## config.mk

```make
export PLATFORM = sky130hd
export DESIGN_NAME = uart_fifo_multiproc
export DESIGN_NICKNAME = d
export VERILOG_FILES = /design/src/rtl/uart_pkg.sv /design/src/rtl/baud_gen.sv /design/src/rtl/uart_fifo_multiproc.sv
export VERILOG_INCLUDE_DIRS = /design/src /design/src/rtl
export SDC_FILE = /design/constraint.sdc
export NUM_CORES = 1
export LEC_CHECK = 0
export BUFFER_PORTS_ARGS = -buffer_cell sky130_fd_sc_hd__buf_2
export CELL_PAD_IN_SITES_DETAIL_PLACEMENT = 1
export CELL_PAD_IN_SITES_GLOBAL_PLACEMENT = 2
export CORE_MARGIN = 2
export CORE_UTILIZATION = 39
export DETAILED_ROUTE_END_ITERATION = 8
export PLACE_DENSITY_LB_ADDON = 0.1
export SLEW_MARGIN = 20
export SYNTH_ARGS = -nofsm -noshare
export SYNTH_HDL_FRONTEND = slang
export SYNTH_SLANG_ARGS = --single-unit
```

## constraint.sdc

```tcl
create_clock -name clk -period 7.64 [get_ports clk]
set_input_delay 0.764 -clock clk [delete_from_list [all_inputs] [get_ports clk]]
set_output_delay 0.764 -clock clk [all_outputs]
set_load 0.1 [all_outputs]
```

## src/rtl/uart_cfg.svh

```systemverilog
/*
 Register map, field positions, prescaler divisors and codes of the serial port.
 Assumes inclusion by bare name from every design file that needs them.
*/
`ifndef UART_CFG_SVH
`define UART_CFG_SVH

`define ADDR_CTRL   8'h98
`define ADDR_DATA   8'h9c
`define ADDR_MODE   8'ha0
`define ADDR_BAUD   8'ha4

`define CTL_OVR     7
`define CTL_PERR    6
`define CTL_REN     4
`define CTL_TBX     3
`define CTL_TI      1
`define CTL_RI      0

`define MODE_MCE    7
`define MODE_XBE    6
`define MODE_PE     5
`define MODE_PT     4:3
`define MODE_DL     2:1
`define MODE_STOP2  0

`define BAUD_RELOAD 15:0
`define BAUD_PS     17:16
`define BAUD_EN     18

`define DL_5        2'h0
`define DL_BASE     3'h4

`define PT_ODD      2'h0
`define PT_EVEN     2'h1
`define PT_MARK     2'h2

`define PS_1        2'h0
`define PS_4        2'h1
`define PS_12       2'h2
`define DIV_1       6'h01
`define DIV_4       6'h04
`define DIV_12      6'h0c
`define DIV_48      6'h30

`define RESP_OKAY   2'h0
`define RESP_SLVERR 2'h2
`define FIFO_DEPTH  3

`endif

```

## src/rtl/uart_pkg.sv

```systemverilog
/*
 Types shared by the serial port files.
 Assumes nothing beyond a SystemVerilog compiler.
*/
package uart_pkg;
    typedef logic [31:0] word_t;
    typedef logic [7:0]  addr_t;
    typedef logic [1:0]  resp_t;
    typedef enum logic [2:0] {T_IDLE, T_START, T_DATA, T_EXTRA, T_STOP1, T_STOP2} tx_state_t;
    typedef enum logic [2:0] {R_IDLE, R_START, R_DATA, R_EXTRA, R_STOP1, R_STOP2} rx_state_t;
endpackage

```

## src/rtl/baud_gen.sv

```systemverilog
/*
 Reload timer with prescaler; one tick per timer wrap, two ticks per bit.
 Assumes an asynchronous active-low reset already released cleanly.
*/
`timescale 1ns/1ns
`include "uart_cfg.svh"
module baud_gen #(
    parameter int TW = 16
) (
    input  wire logic          clk,
    input  wire logic          rst_n,
    input  wire logic          enable,
    input  wire logic          restart,
    input  wire logic [TW-1:0] reload,
    input  wire logic [1:0]    presc_sel,
    output logic               tick
);
    if (TW < 8) begin : g_bad_width
        $error("baud_gen timer too narrow");
    end

    typedef struct packed {
        logic [5:0]    pcnt;
        logic [TW-1:0] timer;
        logic          tick;
    } bg_state_t;

    bg_state_t  s;
    bg_state_t  n;
    logic [5:0] last_p;

    always_comb begin
        n = s;
        n.tick = 1'b0;
        case (presc_sel)
            `PS_1:   last_p = `DIV_1 - 6'h01;
            `PS_4:   last_p = `DIV_4 - 6'h01;
            `PS_12:  last_p = `DIV_12 - 6'h01;
            default: last_p = `DIV_48 - 6'h01;
        endcase
        if (!enable || restart) begin
            n.pcnt  = '0;
            n.timer = reload;
        end else if (s.pcnt >= last_p) begin
            n.pcnt = '0;
            if (&s.timer) begin
                n.timer = reload;                                   // RL22
                n.tick  = 1'b1;
            end else begin
                n.timer = s.timer + 1'b1;                           // RL22
            end
        end else begin
            n.pcnt = s.pcnt + 6'h01;
        end
    end

    always_ff @(posedge clk or negedge rst_n) begin
        if (!rst_n) begin
            s <= '0;
        end else begin
            s <= n;
        end
    end

    assign tick = s.tick;
endmodule // baud_gen

```

## src/rtl/uart_fifo_multiproc.sv

```systemverilog
/*
 Full-duplex serial port with 3-byte receive FIFO, parity or extra bit,
 multiprocessor address filter, and an AXI4-Lite register slave.
 Assumes serial_in_pin is synchronous to clk and the bus master obeys AXI4-Lite.
*/
// How it works
// [RL1] Transmit and receive run independently, simultaneously
// [RL2] Software clears multiproc enable for two nodes
// [RL3] Data write fills holding register, clears empty
// [RL4] New byte waits while current frame shifts
// [RL5] Done flag set entering stop bit time
// [RL6] Extra bit sends software bit without parity
// [RL7] Parity computed and appended; no extra bit
// [RL8] Receiver starts frames only when enabled
// [RL9] Store byte if FIFO free and stops high
// [RL10] Full FIFO drops byte, sets overrun
// [RL11] Low stop bit frames are discarded
// [RL12] Stored byte sets receive done flag
// [RL13] Multiproc mode flags only frames whose extra bit, or first stop bit if none, is one
// [RL14] Data read returns oldest byte, frees entry
// [RL15] Receive done clears only when no byte waits behind head
// [RL16] Software drains with clear, read, check loop
// [RL17] Extra receive bit shows head extra/stop
// [RL18] Parity mismatch sets sticky parity error
// [RL19] Master sends address frames with extra one
// [RL20] Addressed slave toggles multiproc enable per message
// [RL21] Frame: start, 5-8 bits LSB first, extras, stops
// [RL22] Baud timer counts up, reloads on wrap
// [RL23] Two stops need 6+ bits; extra excludes parity
// [RL24] Start on falling edge, sample mid-bit
// [RL25] Holding empty returns once byte moves to shifter
`timescale 1ns/1ns
`include "uart_cfg.svh"
module uart_fifo_multiproc #(
    parameter int DEPTH = `FIFO_DEPTH
) (
    input  wire logic            clk,
    input  wire logic            nrst,
    input  wire uart_pkg::addr_t awaddr,
    input  wire logic            awvalid,
    output logic                 awready,
    input  wire uart_pkg::word_t wdata,
    input  wire logic [3:0]      wstrb,
    input  wire logic            wvalid,
    output logic                 wready,
    output uart_pkg::resp_t      bresp,
    output logic                 bvalid,
    input  wire logic            bready,
    input  wire uart_pkg::addr_t araddr,
    input  wire logic            arvalid,
    output logic                 arready,
    output uart_pkg::word_t      rdata,
    output uart_pkg::resp_t      rresp,
    output logic                 rvalid,
    input  wire logic            rready,
    input  wire logic            serial_in_pin,
    output logic                 serial_out_pin
);
    import uart_pkg::*;

    localparam int PW = (DEPTH > 1) ? $clog2(DEPTH) : 1;
    localparam int CW = $clog2(DEPTH + 1);

    if (DEPTH < 2 || DEPTH > 15) begin : g_bad_depth
        $error("receive FIFO depth out of range");
    end

    typedef struct packed {
        logic aw_rdy;
        logic w_rdy;
        logic ar_rdy;
        logic aw_got;
        logic w_got;
        logic bvalid;
        logic rvalid;
        addr_t awaddr;
        word_t wdata;
        logic [3:0] wstrb;
        resp_t bresp;
        resp_t rresp;
        word_t rdata;
        logic ovr;
        logic perr;
        logic ren;
        logic tbx;
        logic ti;
        logic ri;
        logic mce;
        logic xbe;
        logic pe;
        logic stop2;
        logic [1:0] ptype;
        logic [1:0] dlen;
        logic [15:0] reload;
        logic [1:0] presc;
        logic ben;
        tx_state_t tstate;
        logic [7:0] hold;
        logic hold_full;
        logic [7:0] tdata;
        logic tx_x;
        logic thalf;
        logic [2:0] tidx;
        logic txd;
        rx_state_t rstate;
        logic rx_prev;
        logic rhalf;
        logic rx_x;
        logic rstop1;
        logic rstop_ok;
        logic [2:0] ridx;
        logic [7:0] rsh;
        logic [DEPTH-1:0][8:0] mem;
        logic [PW-1:0] rd_ptr;
        logic [PW-1:0] wr_ptr;
        logic [CW-1:0] count;
    } state_t;

    localparam state_t RST = '{aw_rdy: 1'b1, w_rdy: 1'b1, ar_rdy: 1'b1,
                               txd: 1'b1, rx_prev: 1'b1, tstate: T_IDLE,
                               rstate: R_IDLE, default: '0};

    state_t     s;
    state_t     n;
    logic [1:0] rst_sync;
    logic       rst_n;
    logic       aw_hs;
    logic       w_hs;
    logic       ar_hs;
    logic       wr_go;
    logic       pop;
    logic       push;
    logic       fin;
    logic       good;
    logic       xb;
    logic       ti_set;
    logic       tx_end;
    logic       rx_smp;
    logic       xbe_eff;
    logic       slot;
    logic       stop2_eff;
    logic [2:0] last;
    logic [8:0] head;
    logic       tx_restart;
    logic       rx_restart;
    logic       tx_tick;
    logic       rx_tick;

    function automatic logic par_bit(input logic [7:0] d, input logic [1:0] dl,
                                     input logic [1:0] pt);
        logic [7:0] m;
        m = d & (8'hff >> (2'h3 - dl));
        case (pt)
            `PT_ODD:  par_bit = ~^m;
            `PT_EVEN: par_bit = ^m;
            `PT_MARK: par_bit = 1'b1;
            default:  par_bit = 1'b0;
        endcase
    endfunction

    function automatic logic [PW-1:0] inc(input logic [PW-1:0] p);
        inc = (p == PW'(DEPTH - 1)) ? '0 : p + 1'b1;
    endfunction

    // Release is synchronous so no flop leaves reset on a split edge
    always_ff @(posedge clk or negedge nrst) begin
        if (!nrst) begin
            rst_sync <= '0;
        end else begin
            rst_sync <= {rst_sync[0], 1'b1};
        end
    end
    assign rst_n = rst_sync[1];

    // Separate timers so receive can realign to each start edge
    baud_gen #(.TW(16)) u_tx_baud (
        .clk       (clk),
        .rst_n     (rst_n),
        .enable    (s.ben),
        .restart   (tx_restart),
        .reload    (s.reload),
        .presc_sel (s.presc),
        .tick      (tx_tick)
    );

    baud_gen #(.TW(16)) u_rx_baud (
        .clk       (clk),
        .rst_n     (rst_n),
        .enable    (s.ben),
        .restart   (rx_restart),
        .reload    (s.reload),
        .presc_sel (s.presc),
        .tick      (rx_tick)
    );

    always_comb begin
        n = s;
        aw_hs = awvalid & s.aw_rdy;
        w_hs = wvalid & s.w_rdy;
        ar_hs = arvalid & s.ar_rdy;
        wr_go = s.aw_got & s.w_got & ~s.bvalid;
        pop = 1'b0;
        push = 1'b0;
        fin = 1'b0;
        good = 1'b0;
        ti_set = 1'b0;
        tx_restart = 1'b0;
        rx_restart = 1'b0;
        xbe_eff = s.xbe & ~s.pe;                                    // RL23
        slot = s.pe | xbe_eff;
        stop2_eff = s.stop2 & (s.dlen != `DL_5);                    // RL23
        last = `DL_BASE + {1'b0, s.dlen};
        head = (s.count != '0) ? s.mem[s.rd_ptr] : '0;
        tx_end = tx_tick & s.thalf;
        rx_smp = rx_tick & s.rhalf;

        // Transmitter, independent of the receiver
        if (s.tstate != T_IDLE && tx_tick) begin                    // RL1
            n.thalf = ~s.thalf;
        end
        case (s.tstate)
            T_IDLE: begin
                n.txd = 1'b1;
                if (s.hold_full) begin
                    n.tdata = s.hold;
                    n.tx_x = s.pe ? par_bit(s.hold, s.dlen, s.ptype) : s.tbx; // RL6 RL7
                    n.hold_full = 1'b0;                             // RL25
                    n.thalf = 1'b0;
                    n.tidx = '0;
                    n.txd = 1'b0;                                   // RL21
                    n.tstate = T_START;
                    tx_restart = 1'b1;
                end
            end
            T_START: if (tx_end) begin
                n.tstate = T_DATA;
                n.txd = s.tdata[0];
            end
            T_DATA: if (tx_end) begin
                if (s.tidx != last) begin
                    n.tidx = s.tidx + 3'h1;
                    n.tdata = s.tdata >> 1;
                    n.txd = s.tdata[1];
                end else if (slot) begin
                    n.tstate = T_EXTRA;
                    n.txd = s.tx_x;                                 // RL6 RL7
                end else begin
                    n.tstate = T_STOP1;
                    n.txd = 1'b1;
                    ti_set = 1'b1;                                  // RL5
                end
            end
            T_EXTRA: if (tx_end) begin
                n.tstate = T_STOP1;
                n.txd = 1'b1;
                ti_set = 1'b1;                                      // RL5
            end
            T_STOP1: if (tx_end) begin
                n.tstate = stop2_eff ? T_STOP2 : T_IDLE;            // RL23
            end
            default: if (tx_end) begin
                n.tstate = T_IDLE;
            end
        endcase

        // Receiver
        n.rx_prev = serial_in_pin;
        if (s.rstate != R_IDLE && rx_tick) begin
            n.rhalf = ~s.rhalf;
        end
        case (s.rstate)
            R_IDLE: if (s.ren && s.rx_prev && !serial_in_pin) begin // RL8 RL24
                n.rstate = R_START;
                n.rhalf = 1'b1;
                n.rsh = '0;
                n.ridx = '0;
                rx_restart = 1'b1;
            end
            R_START: if (rx_smp) begin
                n.rstate = serial_in_pin ? R_IDLE : R_DATA;         // RL24
            end
            R_DATA: if (rx_smp) begin
                n.rsh[s.ridx] = serial_in_pin;                      // RL21
                if (s.ridx != last) begin
                    n.ridx = s.ridx + 3'h1;
                end else begin
                    n.rstate = slot ? R_EXTRA : R_STOP1;
                end
            end
            R_EXTRA: if (rx_smp) begin
                n.rx_x = serial_in_pin;
                n.rstate = R_STOP1;
            end
            R_STOP1: if (rx_smp) begin
                n.rstop1 = serial_in_pin;
                n.rstop_ok = serial_in_pin;
                if (stop2_eff) begin
                    n.rstate = R_STOP2;
                end else begin
                    n.rstate = R_IDLE;
                    fin = 1'b1;
                end
            end
            default: if (rx_smp) begin
                n.rstop_ok = s.rstop_ok & serial_in_pin;
                n.rstate = R_IDLE;
                fin = 1'b1;
            end
        endcase
        good = fin & n.rstop_ok;                                    // RL11
        xb = xbe_eff ? s.rx_x : n.rstop1;
        push = good && s.count != CW'(DEPTH);                       // RL9

        // Bus writes
        if (aw_hs) begin
            n.aw_rdy = 1'b0;
            n.aw_got = 1'b1;
            n.awaddr = awaddr;
        end
        if (w_hs) begin
            n.w_rdy = 1'b0;
            n.w_got = 1'b1;
            n.wdata = wdata;
            n.wstrb = wstrb;
        end
        if (s.bvalid && bready) begin
            n.bvalid = 1'b0;
            n.aw_rdy = 1'b1;
            n.w_rdy = 1'b1;
        end
        if (wr_go) begin
            n.aw_got = 1'b0;
            n.w_got = 1'b0;
            n.bvalid = 1'b1;
            n.bresp = `RESP_OKAY;
            if (s.awaddr == `ADDR_CTRL) begin
                if (s.wstrb[0]) begin
                    n.ovr = s.wdata[`CTL_OVR];
                    n.perr = s.wdata[`CTL_PERR];
                    n.ren = s.wdata[`CTL_REN];
                    n.tbx = s.wdata[`CTL_TBX];
                    n.ti = s.wdata[`CTL_TI];
                    // Clear refused while bytes wait behind the head
                    n.ri = s.wdata[`CTL_RI] | (s.ri & (s.count > CW'(1))); // RL15
                end
            end else if (s.awaddr == `ADDR_DATA) begin
                if (s.wstrb[0]) begin
                    n.hold = s.wdata[7:0];                          // RL3 RL4
                    n.hold_full = 1'b1;                             // RL3
                end
            end else if (s.awaddr == `ADDR_MODE) begin
                if (s.wstrb[0]) begin
                    n.mce = s.wdata[`MODE_MCE];
                    n.xbe = s.wdata[`MODE_XBE];
                    n.pe = s.wdata[`MODE_PE];
                    n.ptype = s.wdata[`MODE_PT];
                    n.dlen = s.wdata[`MODE_DL];
                    n.stop2 = s.wdata[`MODE_STOP2];
                end
            end else if (s.awaddr == `ADDR_BAUD) begin
                if (s.wstrb[0]) begin
                    n.reload[7:0] = s.wdata[7:0];
                end
                if (s.wstrb[1]) begin
                    n.reload[15:8] = s.wdata[15:8];
                end
                if (s.wstrb[2]) begin
                    n.presc = s.wdata[`BAUD_PS];
                    n.ben = s.wdata[`BAUD_EN];
                end
            end else begin
                n.bresp = `RESP_SLVERR;
            end
        end

        // Bus reads
        if (s.rvalid && rready) begin
            n.rvalid = 1'b0;
            n.ar_rdy = 1'b1;
        end
        if (ar_hs) begin
            n.ar_rdy = 1'b0;
            n.rvalid = 1'b1;
            n.rresp = `RESP_OKAY;
            n.rdata = '0;
            if (araddr == `ADDR_CTRL) begin
                n.rdata[7:0] = {s.ovr, s.perr, ~s.hold_full, s.ren,
                                s.tbx, head[8], s.ti, s.ri};        // RL17
            end else if (araddr == `ADDR_DATA) begin
                n.rdata[7:0] = head[7:0];                           // RL14
                pop = (s.count != '0);                              // RL14
            end else if (araddr == `ADDR_MODE) begin
                n.rdata[7:0] = {s.mce, s.xbe, s.pe, s.ptype, s.dlen, s.stop2};
            end else if (araddr == `ADDR_BAUD) begin
                n.rdata[18:0] = {s.ben, s.presc, s.reload};
            end else begin
                n.rresp = `RESP_SLVERR;
            end
        end

        // Hardware sets land after software writes so they win
        if (ti_set) begin
            n.ti = 1'b1;                                            // RL5
        end
        if (good && !push) begin
            n.ovr = 1'b1;                                           // RL10
        end
        if (push) begin
            n.mem[s.wr_ptr] = {xb, s.rsh};                          // RL9 RL17
            n.wr_ptr = inc(s.wr_ptr);
            if (!s.mce || xb) begin
                n.ri = 1'b1;                                        // RL12 RL13
            end
            if (s.pe && s.rx_x != par_bit(s.rsh, s.dlen, s.ptype)) begin
                n.perr = 1'b1;                                      // RL18
            end
        end
        if (pop) begin
            n.rd_ptr = inc(s.rd_ptr);                               // RL14
        end
        n.count = s.count + CW'(push) - CW'(pop);
    end

    always_ff @(posedge clk or negedge rst_n) begin
        if (!rst_n) begin
            s <= RST;
        end else begin
            s <= n;
        end
    end

    assign awready = s.aw_rdy;
    assign wready = s.w_rdy;
    assign bvalid = s.bvalid;
    assign bresp = s.bresp;
    assign arready = s.ar_rdy;
    assign rvalid = s.rvalid;
    assign rdata = s.rdata;
    assign rresp = s.rresp;
    assign serial_out_pin = s.txd;
endmodule // uart_fifo_multiproc

```

==> results of run 1 <==
## registers in the layout, indices dropped and copies added (netlist names)
register        cells
rresp               1
rdata              19
serial_out_pin      1
bvalid              1
wready              1
u_rx_baud.s        22
rvalid              1
arready             1
s                 142
awready             1
u_rx_baud.tick      1
u_tx_baud.s        22
rst_sync            2
bresp               1
u_tx_baud.tick      1
## metrics by stage
step | worst slack [ns] | power [W] | utilization | std cells | hold slack (ns)
2_1_floorplan | 1.154 | 0.001810 | - | 1027 | 0.3312
3_3_place_gp | 4.077 | 0.001943 | 0.4132 | 1407 | 0.2408
3_5_place_dp | 4.019 | 0.001960 | 0.4133 | 1407 | 0.2438
4_1_cts | 4.255 | 0.003199 | 0.4440 | 1455 | 0.2472
5_1_grt | 4.150 | 0.003299 | 0.4442 | 1456 | 0.2679
6_report | 4.206 | 0.003151 | 0.4442 | 1456 | 0.2319
## logic make-up after synthesis
family / count (synthesis) / synth area share
DFF: 217 / 0.4994
muxes: 116 / 0.1183
adders and majority gates: 18 / 0.02069
AOI/OAI and AO/OA: 223 / 0.1429
other: 2 / 0.0006899
xor gates and xnor gates: 24 / 0.02184
buffers and inverters: 108 / 0.05149
and+or+nand+nor: 305 / 0.1447
## synth_stat cells, types with 7 or more instances
| cell type | instances |
|---|---|
| nand2b_1 | 12 |
| mux2i_1 | 15 |
| a211oi_1 | 7 |
| a311o_1 | 7 |
| nand4_1 | 10 |
| clkbuf_1 | 32 |
| nor3_1 | 19 |
| and3_1 | 23 |
| nor2_1 | 68 |
| nand3_1 | 39 |
| a22o_1 | 12 |
| nand2_1 | 80 |
| dfrtp_1 | 212 |
| nor2b_1 | 7 |
| o221a_2 | 20 |
| o21ai_0 | 74 |
| ha_1 | 18 |
| a21oi_1 | 26 |
| xnor2_1 | 16 |
| a21o_1 | 14 |
| buf_4 | 38 |
| mux2_2 | 101 |
| a31oi_1 | 14 |
| nor4bb_1 | 7 |
| inv_1 | 29 |
## worst reg2reg max path, delay by kind of cell, from the launching register on
family,cells,cell delay [ns]
buffers and inverters,1,0.30
DFF,1,0.42
and+or+nand+nor,2,0.50
adders and majority gates,1,0.27
AOI/OAI and AO/OA,5,1.89
## cell type report
class	count	area share
Timing Repair Buffer	82	0.03568
Sequential cell	217	0.4433
Clock buffer	41	0.06086
Antenna cell	1	0.0002039
Clock inverter	6	0.007442
Multi-Input combinational cell	702	0.4051
Tap cell	378	0.03854
Inverter	29	0.008869
## routing by layer
metal | track usage | share of wire
met1 | 0.2827 | 0.47
met2 | 0.3415 | 0.49
met3 | 0.02336 | 0.025
met4 | 0.03758 | 0.015
met5 | 0 | 0
## how the worst max path moves through the flow
stage,startpoint,end,slack [ns],depth (start not counted)
after global placement,araddr[6],s[1]$_DFF_PN0_,4.08,10
after global routing,s[80]$_DFFE_PN0P_,u_rx_baud.s[8]$_DFFE_PN0P_,4.15,9
after floorplan,rst_sync[1]$_DFF_PN0_,bresp[1]$_DFFE_PN0P_,1.15,0
after CTS,s[80]$_DFFE_PN0P_,u_rx_baud.s[14]$_DFFE_PN0P_,4.25,9
final,s[80]$_DFFE_PN0P_,u_rx_baud.s[14]$_DFFE_PN0P_,4.21,9
after detailed placement,araddr[6],s[1]$_DFF_PN0_,4.02,10
## layout by cell type, fill, tap and decap left out, types with 15 or more instances in the layout
cell       count
nand3_1       39
xnor2_1       16
nand2_1       79
mux2i_1       15
o221a_2       20
inv_1         29
conb_1        16
and3_1        23
o21ai_0       74
a21oi_1       25
clkbuf_16     26
nor2_1        68
buf_2         72
mux2_2       101
ha_1          18
dfrtp_1      211
nor3_1        19
## what timing repair did
item | CTS | global route
hold endpoints to repair | 2 | 0
hold buffers | 1 | 0
endpoints found under the setup margin | 0 | 0
## report_power, final
group | internal, W | total [W] | switching [W] | leakage [nW]
clock network | 0.000735 | 0.00122 | 0.000483 | 0.409
logic | 0.000182 | 0.000485 | 0.000303 | 2.31
registers | 0.00130 | 0.00145 | 0.000152 | 2.89
total | 0.00221 | 0.00315 | 0.000938 | 5.61
==> flow_summary.yaml, run 1 <==
outcome:
  status: "finished clean"
grt:
  grt_max_degree: 70
  antenna_found_initial: 1
  grt_pass1_wl_mm: 46.65
  overflow: 0
  grt_usage: 0.2022
  first_global_vias: 7996
timing:
  worst_pin_slew_ns: 1.061
  fin_crit_ns: 3.435
  post-route-period-util: 0.4495
  max_freq_mhz: 291.2
  fin_skew_ns: 0.01740
  rsz0062_at_grt: "false"
  relSlewSlack: 0.2823
  setup_viol: 0
  setup_tns_ns: 0
  hold_viol_final: 0
  slew_violations: 0
setup_path:
  arrival_ns: 3.89
  cp-end-kind: "flip-flop"
  slowest_delay_ns: 0.70
  critPathTopFamily: "compound AO/OA/AOI/OAI gates"
  crit_required_ns: 8.10
  slowest_stage: "a21oi_1"
  reg2regPathDepth: 9
  critical_path.max_fanout: 14
  cp-start-kind: "flip-flop"
  r2r_start: "s[80]$_DFFE_PN0P_"
  worst-path-buf-inv: 1
  worstPathCellList: "or2_2 > ha_1 > nand2b_1 > a21o_1 > a21o_1 > a311o_1 > a21oi_1 > buf_4 > o221a_2"
  r2r-end: "u_rx_baud.s[14]$_DFFE_PN0P_"
  crit_top_cell: "a21o_1"
  worstSetupPathType: "reg -> reg"
  r2r_slack_ns: 4.21
power:
  powerDensity_mw_per_mm2: 256.8
  p_leak_nw: 5.611
  vdd_ir_drop_max_uv: 150.3
synthesis:
  yosys_warnings: 0
  ys_types: 70
  syn_inst: 1013
  seq_area_frac_synth: 0.4994
  ys_ff_latch: 217
  synth-edff-count: 0
  netlist_top_cells_area: "dfrtp_1 49%, mux2_2 10%, o21ai_0 3.4%, nand2_1 2.8%, buf_4 2.6%"
  syn_area_mm2: 0.01089
  synth_area_leader_cell: "dfrtp_1"
  postSynth.asyncResetShare: 1.000
  ys.flop_type: "dfrtp_1"
  avgSynthCellArea_um2: 10.75
  synth_top_area_frac: 0.4874
place:
  io_buffers: 72
  dpl_cell_area_mm2: 0.01142
  gp_congestion: 0.7241
  hpwl_mm: 20.45
detailed_routing:
  drt_pass1_iterations: 4
  drtIter0Drc: 514
  ant_nets: 0
  drcViolationCount: 0
  wirelength_mm: 28.96
  post_drt_wl_per_cell_um: 19.89
  vias_per_cell: 5.415
  vias: 7884
floorplan:
  start_util: 0.3940
  die_x_um: 171.1
  die_h_um: 171.1
  num_rows: 61
  pin_count: 102
  core_mm2: 0.02763
  die_area_mm2: 0.02926
clock_network:
  clock_path_buffers: 3
  cts_made_buffers: 26
  clkSlewWorstSetupHoldPaths_ns: 0.06
  cts_resized: 0
  cts_tree: "done"
  clock-sinks: 217
  htreeDepth: 1
  clk_latency_ns: 0.54
  cts-root-buf: "clkbuf_16"
  cts_setup_buffers: 0
worst_hold_path:
  worst_hold_path_type: "reg -> async"
final_layout:
  fillCellCount: 3055
  multi_input_area_mm2: 0.004972
  final_area_mm2: 0.01227
  final_layout_size_suffix_gt1_frac: 0.2414
  seq_area_mm2: 0.005440
  nNetsFinal: 1136
  area_delta_synth_final_pct: 12.75
run:
  max-cap-violations: 0
Note: power is estimated with default switching activity, not from simulation.
==> run 2: changes to the inputs <==
- CORE_UTILIZATION: 39 -> 36
- clock period: 7.64 -> 3.1 ns (I/O delays scaled with it)
==> flow_summary.yaml, run 2 (same netlist as run 1, synthesis figures left out) <==
outcome:
  status: "finished clean"
detailed_routing:
  drt-met1-wl_mm: 14.36
  ant_nets: 0
  vias: 8126
  drt_pass1_iterations: 7
  route.met3.wl_um: 743
  highest_layer: "met4"
  vias_per_cell: 5.301
  drtIter0Drc: 377
  wirelength_mm: 30.06
  post_drt_wl_per_cell_um: 19.61
  met2WireLength_mm: 14.45
  drcViolationCount: 0
clock_network:
  cts_made_buffers: 27
  cts_tree: "done"
  clock_path_buffers: 3
  clk_latency_ns: 0.55
  clkSlewWorstSetupHoldPaths_ns: 0.06
  htreeDepth: 1
  cts-root-buf: "clkbuf_16"
  clock-sinks: 217
  cts_setup_buffers: 0
floorplan:
  num_rows: 63
  die_h_um: 177.9
  pin_count: 102
  start_util: 0.3663
  die_area_mm2: 0.03164
  die_x_um: 177.9
  core_mm2: 0.02972
timing:
  slew_violations: 0
  max_freq_mhz: 361.4
  worst_pin_slew_ns: 0.6633
  relSlewSlack: 0.5578
  hold_viol_final: 0
  finalWorstSetupSlack_ns: 0.3333
  fin_skew_ns: 0.01226
  post-route-period-util: 0.8925
  setup_tns_ns: 0
  setup_viol: 0
  rsz0062_at_grt: "false"
  fin_crit_ns: 2.767
final_layout:
  largest-register: "s"
  layout_common_cells: "211 x dfrtp_1, 101 x mux2_2, 80 x nand2_1"
  largest_reg_flops: 142
  largestRegisters: "s (142), u_rx_baud.s (22), u_tx_baud.s (22)"
  final_layout_size_suffix_gt1_frac: 0.2524
  nNetsFinal: 1200
  final_common_cell: "dfrtp_1"
  area_delta_synth_final_pct: 18.53
place:
  hpwl_mm: 21.23
  dp_slack_ns: 0.3204
  io_buffers: 72
  gp_congestion: 0.7571
setup_path:
  cp-start-kind: "flip-flop"
  arrival_ns: 3.20
  r2r_slack_ns: 0.33
  worstSetupPathType: "reg -> reg"
  critical_path.max_fanout: 8
  reg2regPathDepth: 9
  crit_required_ns: 3.53
  slowest_stage: "a311o_1"
  r2r_start: "s[80]$_DFFE_PN0P_"
  cp-end-kind: "flip-flop"
  critPathTopFamily: "compound AO/OA/AOI/OAI gates"
  slowest_delay_ns: 0.47
  r2r-end: "u_rx_baud.s[9]$_DFFE_PN0P_"
  worstPathCellList: "or2_2 > ha_1 > nand2b_1 > a21o_1 > a21o_1 > a311o_1 > buf_4 > a311o_1 > o221a_2"
  worst-path-buf-inv: 1
power:
  powerDensity_mw_per_mm2: 616.7
  p_leak_nw: 5.935
  vdd_ir_drop_max_uv: 450.4
worst_hold_path:
  worst_hold_startpoint: "wdata[1]"
  worst_hold_path_type: "in -> reg"
  whs_endpoint: "s[152]$_DFFE_PN0P_"
  holdPathStages: 2
grt:
  grt_pass1_wl_mm: 48.45
  first_global_vias: 8397
  antenna_found_initial: 2
  grt_max_degree: 69
  grt_usage: 0.1934
  overflow: 0
run:
  max-cap-violations: 0
[run 2: changes by cell type in the layout (fill, tap and decap cells not counted), sizes merged]
cell and change:
dlygate4sd3 +36, buf +27, bufinv -1, clkbuf -1, clkinv +1, clkinvlp +1, diode +1, inv +1
[run 2: worst reg2reg max path, cell delays in order (launching register included)]
cell	delay, ns
dfrtp_1	0.42
or2_2	0.35
ha_1	0.27
nand2b_1	0.14
a21o_1	0.17
a21o_1	0.18
a311o_1	0.47
buf_4	0.23
a311o_1	0.31
o221a_2	0.12
[run 2: how the worst max path moves through the flow]
stage,cells past startpoint,endpoint,start
3_5_place_dp,9,u_rx_baud.s[9]$_DFFE_PN0P_,s[80]$_DFFE_PN0P_
5_1_grt,9,u_rx_baud.s[9]$_DFFE_PN0P_,s[80]$_DFFE_PN0P_
3_3_place_gp,9,u_rx_baud.s[9]$_DFFE_PN0P_,s[80]$_DFFE_PN0P_
6_report,9,u_rx_baud.s[9]$_DFFE_PN0P_,s[80]$_DFFE_PN0P_
4_1_cts,9,u_rx_baud.s[9]$_DFFE_PN0P_,s[80]$_DFFE_PN0P_
2_1_floorplan,9,u_rx_baud.s[15]$_DFFE_PN0P_,s[80]$_DFFE_PN0P_
[run 2: stage by stage]
stage          hold WS [ns]  utilization  total power (W)  cells  cell area (um2)
2_1_floorplan       0.01441            -         0.004459   1027            10940
5_1_grt             0.02589       0.4342         0.008325   1533            12900
3_5_place_dp        0.09638       0.3919         0.004862   1446            11650
4_1_cts           0.0001129       0.4337         0.008065   1530            12890
3_3_place_gp        0.09726       0.3919         0.004832   1446            11650
6_report            0.03683       0.4342         0.007957   1533            12900
[run 2: area by class of cell]
| type | count | area, um2 |
|---|---|---|
| Tap cell | 390 | 488.0 |
| Antenna cell | 2 | 5.005 |
| Fill cell | 3238 | 16810 |
| Multi-Input combinational cell | 702 | 4954 |
| Inverter | 29 | 108.9 |
| Clock buffer | 40 | 794.5 |
| Timing Repair Buffer | 145 | 1026 |
| Clock inverter | 8 | 86.33 |
| Sequential cell | 217 | 5440 |
[run 2: where the power goes]
group | internal (W) | switching (W)
Combinational | 0.000499 | 0.000761
Sequential | 0.00319 | 0.000379
Clock | 0.00186 | 0.00127
Total | 0.00555 | 0.00241
[run 2: per-layer routing]
layer,vias to the layer above,GRT usage
met3,28,0.02271
met4,0,0.03791
met1,4142,0.2762
met5,-,0
met2,91,0.3170
li1,3865,-
[run 2: what timing repair did]
| action | 4_1_cts | 5_1_grt |
|---|---|---|
| gates resized for setup | 0 | 0 |
| hold buffers | 36 | 1 |
| hold endpoints to repair | 36 | 1 |
